===== config.mk =====
export PLATFORM = sky130hd
export DESIGN_NAME = cse_exec
export DESIGN_NICKNAME = d
export VERILOG_FILES = /design/src/inc/cse_pkg.sv /design/src/hw/cse_exec.sv
export SDC_FILE = /design/constraint.sdc
export NUM_CORES = 1
export LEC_CHECK = 0
export BUFFER_PORTS_ARGS = -buffer_cell sky130_fd_sc_hd__buf_2
export CAP_MARGIN = 20
export CORE_MARGIN = 10
export CORE_UTILIZATION = 45
export CTS_BUF_LIST = sky130_fd_sc_hd__clkbuf_8
export CTS_CLUSTER_SIZE = 20
export DETAILED_ROUTE_END_ITERATION = 12
export GPL_TIMING_DRIVEN = 0
export PLACE_DENSITY = 0.75
export SLEW_MARGIN = 20
export SYNTH_ARGS = -nofsm -noshare
export SYNTH_HDL_FRONTEND = slang
export SYNTH_SLANG_ARGS = --single-unit
export TNS_END_PERCENT = 1

===== constraint.sdc =====
create_clock -name i_clk -period 2.2 [get_ports i_clk]
set_input_delay 0.66 -clock i_clk [delete_from_list [all_inputs] [get_ports i_clk]]
set_output_delay 0.66 -clock i_clk [all_outputs]
set_load 0.05 [all_outputs]

===== src/inc/cse_pkg.sv =====
// constants and types for the compare-skip, decimal adjust and decrement execution block
package cse_pkg;

    // ****************************************
    // apb register offsets (byte addresses)
    // ****************************************
    localparam logic [7:0] CSE_ADDR_CTRL = 8'h00;
    localparam logic [7:0] CSE_ADDR_ACC = 8'h04;
    localparam logic [7:0] CSE_ADDR_FLAGS = 8'h08;
    localparam logic [7:0] CSE_ADDR_BANK = 8'h0C;
    localparam logic [7:0] CSE_ADDR_STATE = 8'h10;

    // ****************************************
    // field positions and reset values
    // ****************************************
    localparam int CSE_CTRL_EN_BIT = 0;
    localparam logic CSE_CTRL_EN_RST = 1'b1;
    localparam logic [7:0] CSE_ACC_RST = 8'h00;
    localparam logic [3:0] CSE_BANK_RST = 4'h0;

    // ****************************************
    // instruction encodings
    // ****************************************
    localparam logic [6:0] CSE_OPC_LT = 7'h30;  // 0110 000a
    localparam logic [6:0] CSE_OPC_GT = 7'h32;  // 0110 010a
    localparam logic [5:0] CSE_OPC_DEC = 6'h01; // 0000 01da
    localparam logic [15:0] CSE_OPC_DAW = 16'h0007;

    // ****************************************
    // arithmetic and addressing constants
    // ****************************************
    localparam logic [3:0] CSE_BCD_MAX = 4'h9;
    localparam logic [8:0] CSE_DAW_LO = 9'h006;
    localparam logic [8:0] CSE_DAW_HI = 9'h060;
    localparam logic [8:0] CSE_DEC_ADD = 9'h0FF;
    localparam logic [4:0] CSE_DEC_NIB = 5'h0F;
    localparam logic [7:0] CSE_ACCESS_SPLIT = 8'h60;
    localparam logic [3:0] CSE_ACCESS_LO_BANK = 4'h0;
    localparam logic [3:0] CSE_ACCESS_HI_BANK = 4'hF;

    // ****************************************
    // quarter phases and skip lengths
    // ****************************************
    localparam logic [1:0] CSE_Q1 = 2'h0;
    localparam logic [1:0] CSE_Q2 = 2'h1;
    localparam logic [1:0] CSE_Q3 = 2'h2;
    localparam logic [1:0] CSE_Q4 = 2'h3;
    localparam logic [1:0] CSE_SKIP_ONE = 2'h1;
    localparam logic [1:0] CSE_SKIP_TWO = 2'h2;

    // ****************************************
    // types
    // ****************************************
    typedef enum logic [2:0] {CSE_OP_NONE, CSE_OP_LT, CSE_OP_GT, CSE_OP_DAW, CSE_OP_DEC} cse_op_t;

    typedef struct packed {
        logic n;
        logic ov;
        logic z;
        logic dc;
        logic c;
    } cse_flags_t;

    localparam cse_flags_t CSE_FLAGS_RST = 5'h00;

    typedef struct packed {
        logic [11:0] addr;
        logic rd;
        logic wr;
        logic [7:0] wdata;
    } cse_mem_req_t;

endpackage


===== src/hw/cse_exec.sv =====
// execution logic for compare-skip, decimal adjust and decrement-file instructions
//
// Our own choices: the register offsets and register access over APB.
`timescale 1ns/10ps

// How it works
// RULE_01: upper byte 0110 000a decodes compare_skip_if_less; low byte is file address.
// RULE_02: compares subtract file from accumulator unsigned, store nothing, flags untouched.
// RULE_03: file below accumulator discards the fetched instruction, a no_operation runs instead.
// RULE_04: access bit 0 uses the access bank, 1 uses the bank_select_register.
// RULE_05: compare takes 1 cycle, 2 on skip, 3 when skipping a two-word instruction.
// RULE_06: each skipped word is one full cycle with all four quarters idle.
// RULE_07: low nibble above 9 or digit_carry_flag set gets 6 added.
// RULE_08: high nibble above 9 or carry set gets 6 added.
// RULE_09: decimal_adjust_acc has no operand, fixes the accumulator to packed BCD.
// RULE_10: decrement_file 01da subtracts one, d picks destination, sets C DC N OV Z.
// RULE_11: upper byte 0110 010a decodes compare_skip_if_greater, skips when file is greater.
// RULE_12: decimal adjust sets carry when the high adjustment overflows the byte.
// RULE_13: decode Q1, read Q2, process Q3, write Q4; compares write nothing.
module cse_exec
    import cse_pkg::*;
(
    input wire logic i_clk,
    input wire logic i_rst,
    input wire logic i_psel,
    input wire logic i_penable,
    input wire logic i_pwrite,
    input wire logic [7:0] i_paddr,
    input wire logic [31:0] i_pwdata,
    output logic [31:0] o_prdata,
    output logic o_pready,
    output logic o_pslverr,
    input wire logic [15:0] i_instr,
    input wire logic i_instr_valid,
    input wire logic i_next_two_word,
    output logic [1:0] o_phase,
    output logic o_claimed,
    output logic o_discard,
    output logic o_nop_active,
    output cse_mem_req_t o_mem,
    input wire logic [7:0] i_mem_rdata,
    output logic [7:0] o_acc,
    output cse_flags_t o_flags
);

    // ****************************************
    // internal state
    // ****************************************
    logic ctrl_en;
    logic [3:0] bank_sel;
    cse_op_t op;
    logic [15:0] ir;
    logic [7:0] opnd;
    logic [7:0] res;
    cse_flags_t res_flags;
    logic wr_acc;
    logic [1:0] nop_left;
    logic last_skip;
    logic apb_wr;
    logic apb_hit;

    cse_op_t next_op;
    logic [11:0] next_addr;
    logic [7:0] next_res;
    cse_flags_t next_flags;
    logic next_wr_acc;
    logic next_wr_mem;
    logic next_skip;

    // ****************************************
    // quarter phase divider
    // ****************************************
    // one clock per quarter, four clocks make one instruction cycle
    // reset always restarts at Q1, so the first edge after it already samples a word
    always_ff @(posedge i_clk) begin
        if (i_rst) begin
            o_phase <= CSE_Q1;
        end else begin
            o_phase <= o_phase + 2'h1;
        end
    end

    // ****************************************
    // decode and address
    // ****************************************
    // instruction classes of this group; anything else is left to the rest of the core
    // limitation: the equal and not-equal compares and the decrement-and-skip forms are
    // not decoded here, so such words leave o_claimed low and are executed elsewhere
    always_comb begin
        next_op = CSE_OP_NONE;
        if (i_instr[15:9] == CSE_OPC_LT) begin
            next_op = CSE_OP_LT; // [RULE_01]
        end else if (i_instr[15:9] == CSE_OPC_GT) begin
            next_op = CSE_OP_GT; // [RULE_11]
        end else if (i_instr[15:10] == CSE_OPC_DEC) begin
            next_op = CSE_OP_DEC; // [RULE_10]
        end else if (i_instr == CSE_OPC_DAW) begin
            next_op = CSE_OP_DAW; // [RULE_09]
        end
    end

    // access bit low maps the file address into the shared access bank
    always_comb begin
        if (i_instr[8]) begin
            next_addr = {bank_sel, i_instr[7:0]}; // [RULE_04]
        end else if (i_instr[7:0] < CSE_ACCESS_SPLIT) begin
            next_addr = {CSE_ACCESS_LO_BANK, i_instr[7:0]}; // [RULE_04]
        end else begin
            next_addr = {CSE_ACCESS_HI_BANK, i_instr[7:0]}; // [RULE_04]
        end
    end

    // latch at the end of Q1; a skipped slot or a disabled block claims nothing
    always_ff @(posedge i_clk) begin
        if (i_rst) begin
            op <= CSE_OP_NONE;
            ir <= 16'h0000;
            o_claimed <= 1'b0;
        end else if (o_phase == CSE_Q1) begin
            if (ctrl_en && i_instr_valid && !o_nop_active) begin
                op <= next_op; // [RULE_13]
                ir <= i_instr;
                o_claimed <= (next_op != CSE_OP_NONE);
            end else begin
                op <= CSE_OP_NONE; // [RULE_06]
                o_claimed <= 1'b0;
            end
        end
    end

    // ****************************************
    // data memory port
    // ****************************************
    // read strobe spans Q2, write strobe spans Q4; memory answers within the Q2 clock
    // the address is set once at Q1 and held to Q4, so read and write of a decrement
    // always hit the same file register even if the bank select changes meanwhile
    always_ff @(posedge i_clk) begin
        if (i_rst) begin
            o_mem <= '0;
        end else begin
            unique case (o_phase)
                CSE_Q1: begin
                    o_mem.addr <= next_addr;
                    o_mem.rd <= ctrl_en && i_instr_valid && !o_nop_active
                                && (next_op inside {CSE_OP_LT, CSE_OP_GT, CSE_OP_DEC}); // [RULE_13]
                end
                CSE_Q2: begin
                    o_mem.rd <= 1'b0;
                end
                CSE_Q3: begin
                    o_mem.wr <= next_wr_mem; // [RULE_13]
                    o_mem.wdata <= next_res;
                end
                CSE_Q4: begin
                    o_mem.wr <= 1'b0;
                end
            endcase
        end
    end

    // operand capture at the end of Q2; decimal adjust reads the accumulator itself
    always_ff @(posedge i_clk) begin
        if (i_rst) begin
            opnd <= 8'h00;
        end else if (o_phase == CSE_Q2) begin
            opnd <= (op == CSE_OP_DAW) ? o_acc : i_mem_rdata; // [RULE_13]
        end
    end

    // ****************************************
    // process data
    // ****************************************
    always_comb begin
        logic [8:0] sum;
        logic [8:0] t1;
        logic [8:0] t2;
        logic [4:0] nib;
        sum = {1'b0, opnd} + CSE_DEC_ADD;
        nib = {1'b0, opnd[3:0]} + CSE_DEC_NIB;
        t1 = {1'b0, opnd};
        t2 = t1;
        next_res = opnd;
        next_flags = o_flags;
        next_wr_acc = 1'b0;
        next_wr_mem = 1'b0;
        next_skip = 1'b0;
        unique case (op)
            CSE_OP_LT: begin
                // unsigned compare only; neither result nor flags are kept
                next_skip = (opnd < o_acc); // [RULE_02] [RULE_03]
            end
            CSE_OP_GT: begin
                next_skip = (opnd > o_acc); // [RULE_02] [RULE_11]
            end
            CSE_OP_DEC: begin
                // subtract as add of all ones: carry means no borrow
                next_res = sum[7:0]; // [RULE_10]
                next_flags.c = sum[8];
                next_flags.dc = nib[4];
                next_flags.n = sum[7];
                next_flags.ov = opnd[7] & ~sum[7];
                next_flags.z = (sum[7:0] == 8'h00);
                next_wr_acc = ~ir[9];
                next_wr_mem = ir[9];
            end
            CSE_OP_DAW: begin
                // low fix first, its carry runs into the high nibble test
                if ((opnd[3:0] > CSE_BCD_MAX) || o_flags.dc) begin
                    t1 = {1'b0, opnd} + CSE_DAW_LO; // [RULE_07]
                end
                if ((t1[7:4] > CSE_BCD_MAX) || o_flags.c || t1[8]) begin
                    t2 = t1 + CSE_DAW_HI; // [RULE_08]
                end else begin
                    t2 = t1;
                end
                next_res = t2[7:0]; // [RULE_09]
                next_flags.c = o_flags.c | t1[8] | t2[8]; // [RULE_12]
                next_wr_acc = 1'b1;
            end
            CSE_OP_NONE: begin
                next_res = opnd;
            end
            default: begin
                next_res = opnd;
            end
        endcase
    end

    // result held from Q3 so the Q4 write sees stable data
    always_ff @(posedge i_clk) begin
        if (i_rst) begin
            res <= 8'h00;
            res_flags <= CSE_FLAGS_RST;
            wr_acc <= 1'b0;
        end else if (o_phase == CSE_Q3) begin
            res <= next_res;
            res_flags <= next_flags;
            wr_acc <= next_wr_acc;
        end
    end

    // ****************************************
    // skip sequencing
    // ****************************************
    // decision at Q3 end; discard pulse covers Q4, idle cycles follow from next Q1
    // the length of the following word is only known once it is fetched, so the core
    // must present i_next_two_word by the Q3 edge; a late flag gives a one-cycle skip
    // the idle count is loaded in Q3 but only counted down in Q4 of an idle cycle,
    // which keeps the Q1 claim logic blind to words that arrive while it runs
    always_ff @(posedge i_clk) begin
        if (i_rst) begin
            nop_left <= 2'h0;
            o_discard <= 1'b0;
            o_nop_active <= 1'b0;
            last_skip <= 1'b0;
        end else if (o_phase == CSE_Q3) begin
            if (op == CSE_OP_LT || op == CSE_OP_GT) begin
                last_skip <= next_skip;
                o_discard <= next_skip; // [RULE_03]
                if (next_skip) begin
                    nop_left <= i_next_two_word ? CSE_SKIP_TWO : CSE_SKIP_ONE; // [RULE_05]
                end
            end
        end else if (o_phase == CSE_Q4) begin
            o_discard <= 1'b0;
            if (o_nop_active) begin
                nop_left <= nop_left - 2'h1; // [RULE_06]
                o_nop_active <= (nop_left > CSE_SKIP_ONE);
            end else begin
                o_nop_active <= (nop_left != 2'h0); // [RULE_05]
            end
        end
    end

    // ****************************************
    // apb slave
    // ****************************************
    // one wait state: pready rises on the second access cycle, hazard-free decode
    assign apb_wr = i_psel && i_penable && o_pready && i_pwrite;
    assign apb_hit = (i_paddr == CSE_ADDR_CTRL) || (i_paddr == CSE_ADDR_ACC)
                     || (i_paddr == CSE_ADDR_FLAGS) || (i_paddr == CSE_ADDR_BANK)
                     || (i_paddr == CSE_ADDR_STATE);

    always_ff @(posedge i_clk) begin
        if (i_rst) begin
            o_pready <= 1'b0;
            o_pslverr <= 1'b0;
            o_prdata <= 32'h0000_0000;
        end else if (i_psel && i_penable && !o_pready) begin
            o_pready <= 1'b1;
            o_pslverr <= !apb_hit;
            o_prdata <= 32'h0000_0000;
            if (!i_pwrite) begin
                unique case (i_paddr)
                    CSE_ADDR_CTRL: o_prdata <= {31'h0, ctrl_en};
                    CSE_ADDR_ACC: o_prdata <= {24'h0, o_acc};
                    CSE_ADDR_FLAGS: o_prdata <= {27'h0, o_flags};
                    CSE_ADDR_BANK: o_prdata <= {28'h0, bank_sel};
                    // status word: phase [1:0], op [4:2], idle count [6:5], idle flag [7],
                    // last decision [8], claim [9]; a debug snapshot, the phase moves on at once
                    CSE_ADDR_STATE: o_prdata <= {22'h0, o_claimed, last_skip, o_nop_active,
                                                 nop_left, op, o_phase};
                    default: o_prdata <= 32'h0000_0000;
                endcase
            end
        end else begin
            o_pready <= 1'b0;
            o_pslverr <= 1'b0;
        end
    end

    // ****************************************
    // architectural registers
    // ****************************************
    // core write in Q4 wins over a software write landing on the same edge
    // trade-off: software loses that write silently rather than stalling the bus,
    // so firmware should only touch ACC or FLAGS while the block is disabled
    always_ff @(posedge i_clk) begin
        if (i_rst) begin
            ctrl_en <= CSE_CTRL_EN_RST;
            bank_sel <= CSE_BANK_RST;
            o_acc <= CSE_ACC_RST;
            o_flags <= CSE_FLAGS_RST;
        end else begin
            if (apb_wr && i_paddr == CSE_ADDR_CTRL) begin
                ctrl_en <= i_pwdata[CSE_CTRL_EN_BIT];
            end
            if (apb_wr && i_paddr == CSE_ADDR_BANK) begin
                bank_sel <= i_pwdata[3:0];
            end
            if (o_phase == CSE_Q4 && wr_acc) begin
                o_acc <= res; // [RULE_13]
            end else if (apb_wr && i_paddr == CSE_ADDR_ACC) begin
                o_acc <= i_pwdata[7:0];
            end
            // compares never reach here, so their flags stay as they were
            if (o_phase == CSE_Q4 && (op == CSE_OP_DEC || op == CSE_OP_DAW)) begin
                o_flags <= res_flags; // [RULE_02] [RULE_10]
            end else if (apb_wr && i_paddr == CSE_ADDR_FLAGS) begin
                o_flags <= i_pwdata[4:0];
            end
        end
    end

endmodule


==> results of run 1 <==
logic make-up (layout without fill, tap and decap cells):
group / after synthesis / in the layout / share of synthesized area, %
compound gates: 131 / 131 / 20.6
xor+xnor: 6 / 6 / 1.17
fa+ha+maj: 19 / 19 / 5.31
buf+inv: 79 / 200 / 9.21
flops: 78 / 78 / 34.9
mux: 19 / 19 / 4.36
other cells: 1 / 22 / 0.0837
simple gates: 220 / 220 / 24.4
registers in the layout, indices dropped and copies added, names as in the netlist, 4 cells and up:
name       flops
o_mem         14
res            8
o_prdata      10
o_acc          8
opnd           8
bank_sel       4
o_flags        5
res_flags      5
report_power, final:
| part | total [mW] | internal, mW | switching (mW) |
|---|---|---|---|
| combinational | 0.890 | 0.303 | 0.587 |
| sequential | 1.54 | 1.48 | 0.0676 |
| clock | 1.07 | 0.484 | 0.587 |
| total | 3.51 | 2.26 | 1.24 |
layout make-up:
type | count | area share (%)
clock buffers | 11 | 2.72
flip-flops and latches | 78 | 28.2
inverters | 20 | 1.48
plain buffers | 59 | 6.20
multi-input cells | 417 | 47.9
clock inverters | 5 | 0.763
well taps | 133 | 2.99
repair buffers | 105 | 9.83
timing repair:
action	in CTS	in global routing
setup buffers	4	5
setup endpoints to repair	5	12
resized for setup	21	13
pin swaps	7	7
hold endpoints to repair	0	0
gates cloned	0	0
metal layers:
metal | up-vias | global-route usage, %
li1 | 2219 | -
met1 | 2184 | 23.8
met2 | 220 | 36.0
met3 | 34 | 4.64
met4 | 0 | 6.18
met5 | - | 0
worst max-delay path, stage by stage (launching register included):
cell       delay (ns)
dfxtp_2          0.34
buf_6            0.13
inv_6            0.06
ha_4             0.12
a21boi_4         0.19
nand2_2          0.08
nor3_2           0.13
ha_1             0.27
nor4bb_2         0.29
o2111ai_1        0.17
a311oi_1         0.29
metrics by stage:
| stage | instance area (um^2) | hold slack (ns) | power (mW) | std cells |
|---|---|---|---|---|
| floorplan | 4560 | 0.436 | 2.16 | 574 |
| global placement | 5210 | 0.440 | 2.36 | 803 |
| detailed placement | 5210 | 0.455 | 2.38 | 803 |
| CTS | 5500 | 0.475 | 3.46 | 823 |
| global route | 5570 | 0.503 | 3.65 | 828 |
| finish | 5570 | 0.472 | 3.51 | 828 |
worst paths after layout:
kind	from	to	slack, ns	cells past startpoint
setup / recovery	opnd[2]	res_flags[2]	0.03	10
hold / removal	o_prdata[2]	o_prdata[2]	0.47	2
setup reg to reg	opnd[2]	res_flags[2]	0.03	10
hold reg to reg	o_prdata[2]	o_prdata[2]	0.47	2
cell usage in the layout, fill, tap and decap left out, drive strengths merged, types with 4 or more instances in the layout:
cell,count
mux2,4
ha,19
nand3b,7
dfxtp,78
nor2,70
conb,22
clkinv,4
nor2b,7
clkbuf,34
mux2i,15
a311oi,20
o211ai,7
inv,21
or3,5
nor3,13
a21oi,28
nand3,16
buf,141
a22oi,10
nor3b,4
and3,11
nand2,58
nand2b,6
a211oi,20
o21ai,23
nor4,6
==> results.json, run 1 <==
{
  "via_per_inst": 5.62,
  "synth_common_cells": "dfxtp_1 (78), nor2_1 (70), nand2_1 (56)",
  "fin_crit_sh_pct": 98.4,
  "fp-row-count": 36,
  "yosys_warnings": 0,
  "grt_pass1_vias": 4623,
  "path_max_fanout": 3,
  "die_x_um": 120,
  "drt-total-wl_mm": 15.1,
  "wl_per_cell_um": 18.3,
  "grtUsageTotal_pct": 20.3,
  "cellLeakagePower_nw": 2.46,
  "synth.most_common_cell": "dfxtp_1",
  "antenna_left": 0,
  "dp_hpwl_mm": 11.7,
  "worst_ep_required_time_ns": 2.46,
  "drv_slew": 0,
  "grt_max_degree": 15,
  "cp-start-kind": "register",
  "hp-class": "reg2reg",
  "grt.overflow.total": 0,
  "critical_path_class": "reg2reg",
  "coreArea_um2": 9730,
  "pre_cts_slack_ns": -0.403,
  "drtIter0Drc": 454,
  "fin_util_pct": 57.3,
  "synth_area_leaders": "dfxtp_1 (35%), nor2_1 (5.9%), ha_1 (5.3%)",
  "synthArstFlopShare_pct": 0,
  "fmax_mhz": 462,
  "floorplan.die_area_um2": 14300,
  "worstPathArrival_ns": 2.42,
  "max_slew_margin_pct": 55.1,
  "power.density_nw_per_um2": 629,
  "synth_top_area_share_pct": 34.9,
  "finClkSkew_ns": 0.00862,
  "synthCells": 553,
  "ff_latch_area_um2": 1570,
  "fill_cells": 938,
  "multiInputGateArea_um2": 2670,
  "tightest_slew_ns": 0.673,
  "synth-edff-count": 0,
  "tns_ns": 0,
  "cp-end-kind": "register",
  "antenna_found_initial": 0,
  "drc": 0,
  "clk_latency_ns": 0.35,
  "setup_ws_ns": 0.0347,
  "avgSynthCellArea_um2": 8.10,
  "grt_pass1_wl_mm": 23.8,
  "met1_length_mm": 6.00,
  "cts_buffers": 9,
  "clk_pin_slew_ns": 0.09,
  "syn_to_final_growth_pct": 24.4,
  "yosys_most_used_dff": "dfxtp_1",
  "ys_types": 62,
  "htreeDepth": 3,
  "boundaryPins": 145,
  "die_y_um": 120,
  "n_antenna_cell": 0,
  "num_vias": 4657,
  "cts.sinks": 78,
  "wl_met2_mm": 7.51,
  "routabilityCongestion": 0.906,
  "status": "complete, no violations",
  "root_buffer": "clkbuf_8",
  "irDropWorstVdd_uv": 293,
  "setup_viol": 0,
  "cts_max_path_buffers": 2,
  "cts_hold_buf": 0,
  "drv_cap": 0,
  "ys_ff_latch": 78,
  "ys_seq_area_share_pct": 34.9,
  "fin_nets": 780,
  "cts_tree": "done",
  "dr.pass1.iters": 5,
  "hold_viol": 0,
  "syn_area_um2": 4480,
  "fin_crit_ns": 2.17,
  "drive_gt1_share_pct": 26.9,
  "port_buffers": 96,
  "rsz0062_at_grt": "yes",
  "highest_layer": "met4",
  "dr_wl_met3_mm": 1.29,
  "synth_top_area_cell": "dfxtp_1",
  "start_util_pct": 46.1
}
No activity file was read; power rests on OpenSTA's default activity.
==> run 2, diff against run 1 <==
- ABC_AREA: default -> 1
==> run 2 against run 1 <==
Cell count is 8.2% higher. Routed wire length is 0.34% lower. Combinational power is 7.0% lower. Maximum frequency is 5.9% higher. Global-route usage is 0.11 points lower.
==> results.json, run 2 <==
{
  "status": "complete, no violations",
  "ys_seq_area_share_pct": 34.8,
  "cp_num_cells": 11,
  "cellLeakagePower_nw": 2.54,
  "grt_pass1_vias": 4673,
  "ys_types": 45,
  "postCtsSetupRepairBufs": 0,
  "n_antenna_cell": 0,
  "coreArea_um2": 9730,
  "cts_max_path_buffers": 2,
  "synth_area_leaders": "dfxtp_1 (35%), nand2_1 (8.6%), o21ai_0 (8.0%)",
  "floorplan.die_area_um2": 14400,
  "pre_cts_slack_ns": -0.0328,
  "tightest_slew_ns": 0.550,
  "fin_crit_ns": 2.05,
  "grt.overflow.total": 0,
  "synthCells": 628,
  "power.density_nw_per_um2": 621,
  "cp-start-kind": "register",
  "clk_latency_ns": 0.36,
  "p_total_mw": 3.37,
  "clkPwrFrac_pct": 29.8,
  "drv_cap": 0,
  "p_comb_share_pct": 24.6,
  "ys_ff_latch": 78,
  "cp_num_buf_inv": 1,
  "syn_area_um2": 4480,
  "num_vias": 4807,
  "irDropWorstVdd_uv": 346,
  "synth_common_cells": "nand2_1 (103), dfxtp_1 (78), o21ai_0 (72)",
  "worst_ep_required_time_ns": 2.49,
  "r2r_end": "res_flags[2]",
  "synth_top_area_share_pct": 34.8,
  "cp_slowest_cell": "dfxtp_2",
  "rsz0062_at_grt": "no",
  "fin_crit_sh_pct": 93.0,
  "largestRegisters": "o_mem x14, o_prdata x10",
  "antenna_found_initial": 0,
  "drive_gt1_share_pct": 22.9,
  "holdWs_ns": 0.462,
  "wl_per_cell_um": 16.8,
  "grt_max_degree": 16,
  "largest_reg_flops": 14,
  "port_buffers": 98,
  "fin_nets": 848,
  "cp_slowest_stage_delay_ns": 0.42,
  "setup_viol": 0,
  "syn_to_final_growth_pct": 20.9,
  "grtUsageTotal_pct": 20.2,
  "cts.sinks": 78,
  "synthArstFlopShare_pct": 0,
  "yosys_most_used_dff": "dfxtp_1",
  "via_per_inst": 5.36,
  "finClkSkew_ns": 0.0113,
  "root_buffer": "clkbuf_8",
  "synth.most_common_cell": "nand2_1",
  "drt-total-wl_mm": 15.1,
  "clk_pin_slew_ns": 0.09,
  "swShare_pct": 36.5,
  "antenna_left": 0,
  "dp_hpwl_mm": 12.1,
  "die_x_um": 120,
  "final_common_cell": "nand2_1",
  "power.switching_mw": 1.23,
  "start_util_pct": 46.1,
  "drv_slew": 0,
  "startpoint": "opnd[2]",
  "worstPathArrival_ns": 2.34,
  "seqPwrFrac_pct": 45.6,
  "drtIter0Drc": 430,
  "grt_pass1_wl_mm": 23.6,
  "final_cell_mix": "nand2_1 (103), buf_2 (100), dfxtp_1 (75)",
  "boundaryPins": 145,
  "synth_top_area_cell": "dfxtp_1",
  "r2r_cells": 11,
  "hp-class": "reg2reg",
  "avgSynthCellArea_um2": 7.14,
  "max_slew_margin_pct": 63.3,
  "synth-edff-count": 0,
  "cts_buffers": 9,
  "r2r_slack_ns": 0.15,
  "r2r_start": "opnd[2]",
  "dr.pass1.iters": 5,
  "die_y_um": 120,
  "crit_family": "simple AND/OR/NAND/NOR gates",
  "critical_path_class": "reg2reg",
  "cts_tree": "done",
  "drc": 0,
  "cell_internal_pwr_mw": 2.14,
  "routabilityCongestion": 0.905,
  "tns_ns": 0,
  "cp-end-kind": "register",
  "hold_viol": 0,
  "crit_end": "res_flags[2]",
  "top_register": "o_mem",
  "htreeDepth": 3,
  "setup_ws_ns": 0.155,
  "yosys_warnings": 0,
  "path_max_fanout": 7,
  "path_cells": "inv_2 -> ha_1 -> nand2_1 -> nand4_1 -> nor3_2 -> ha_1 -> nor3b_2 -> nand3_1 -> nor2_1 -> nand3_1 -> a21oi_1",
  "fmax_mhz": 489,
  "fp-row-count": 36
}
## run 2: changes by cell type after synthesis, moves of 21 or more
cell and delta:
inv_1 +50, nand2_1 +47, nand3_1 +25, nor2_1 -21, o21ai_0 +50
## run 2: worst reg2reg max path, delay by kind of cell (launching register included)
kind | cells | cell delay [ns]
compound gates | 1 | 0.13
fa+ha+maj | 2 | 0.46
buf+inv | 1 | 0.11
flops | 1 | 0.42
simple gates | 7 | 0.85
## run 2: routing by layer
metal / part of all wire [%] / vias up / routed length [um] / GRT usage [%]
li1: - / 2362 / - / -
met1: 43 / 2204 / 6440 / 24.8
met2: 47 / 214 / 7040 / 33.4
met3: 9.0 / 27 / 1350 / 5.63
met4: 1.7 / 0 / 254 / 6.71
met5: 0 / - / 0 / 0
## run 2: how the worst min path moves through the flow
| stage | startpoint | to | slack (ns) | cells after the start |
|---|---|---|---|---|
| 6_report | bank_sel[1] | o_mem[19] | 0.46 | 2 |
| 5_1_grt | bank_sel[1] | o_mem[19] | 0.48 | 2 |
| 4_1_cts | bank_sel[1] | o_mem[19] | 0.46 | 2 |
| 3_5_place_dp | bank_sel[1] | o_mem[19] | 0.45 | 2 |
| 3_3_place_gp | o_prdata[6] | o_prdata[6] | 0.45 | 2 |
| 2_1_floorplan | bank_sel[1] | o_mem[19] | 0.43 | 2 |
## run 2: per-stage QoR
stage                     cell area, um^2  util [%]  cells
after global placement               5220      53.6    880
after floorplan                      4560         -    649
final                                5420      55.7    896
after global routing                 5420      55.7    896
after CTS                            5400      55.5    896
after detailed placement             5220      53.6    880
## run 2: area by class of cell
type                            instances  area (um^2)
Inverter                               74          278
Tap cell                              133          166
Fill cell                             948         4310
Clock inverter                          7         57.6
Timing Repair Buffer                   98          490
Clock buffer                            9          124
Buffer                                 49          309
Sequential cell                        78         1570
Multi-Input combinational cell        448         2430
## run 2: logic make-up (layout without fill, tap and decap cells)
family | count (synthesis) | in the layout | synth area share, %
AOI/OAI and AO/OA | 171 | 171 | 22.1
xor gates and xnor gates | 6 | 6 | 1.17
adders and majority gates | 19 | 19 | 5.30
buffers and inverters | 123 | 237 | 13.1
DFF | 78 | 78 | 34.8
other | 1 | 22 | 0.0837
and+or+nand+nor | 230 | 230 | 23.4
## run 2: what timing repair did
item | 4_1_cts | 5_1_grt
resized for setup | 3 | 5
endpoints found under the setup margin | 1 | 5
hold buffers | 0 | 0
pin swaps | 0 | 0
## run 2: power groups by stage
stage	Sequential [mW]	Combinational, mW	Clock (mW)
after floorplan	1.71	0.447	0
final	1.53	0.828	1.00
after global routing	1.54	0.906	1.07
after detailed placement	1.56	0.814	0
after CTS	1.53	0.817	1.02
after global placement	1.56	0.803	0
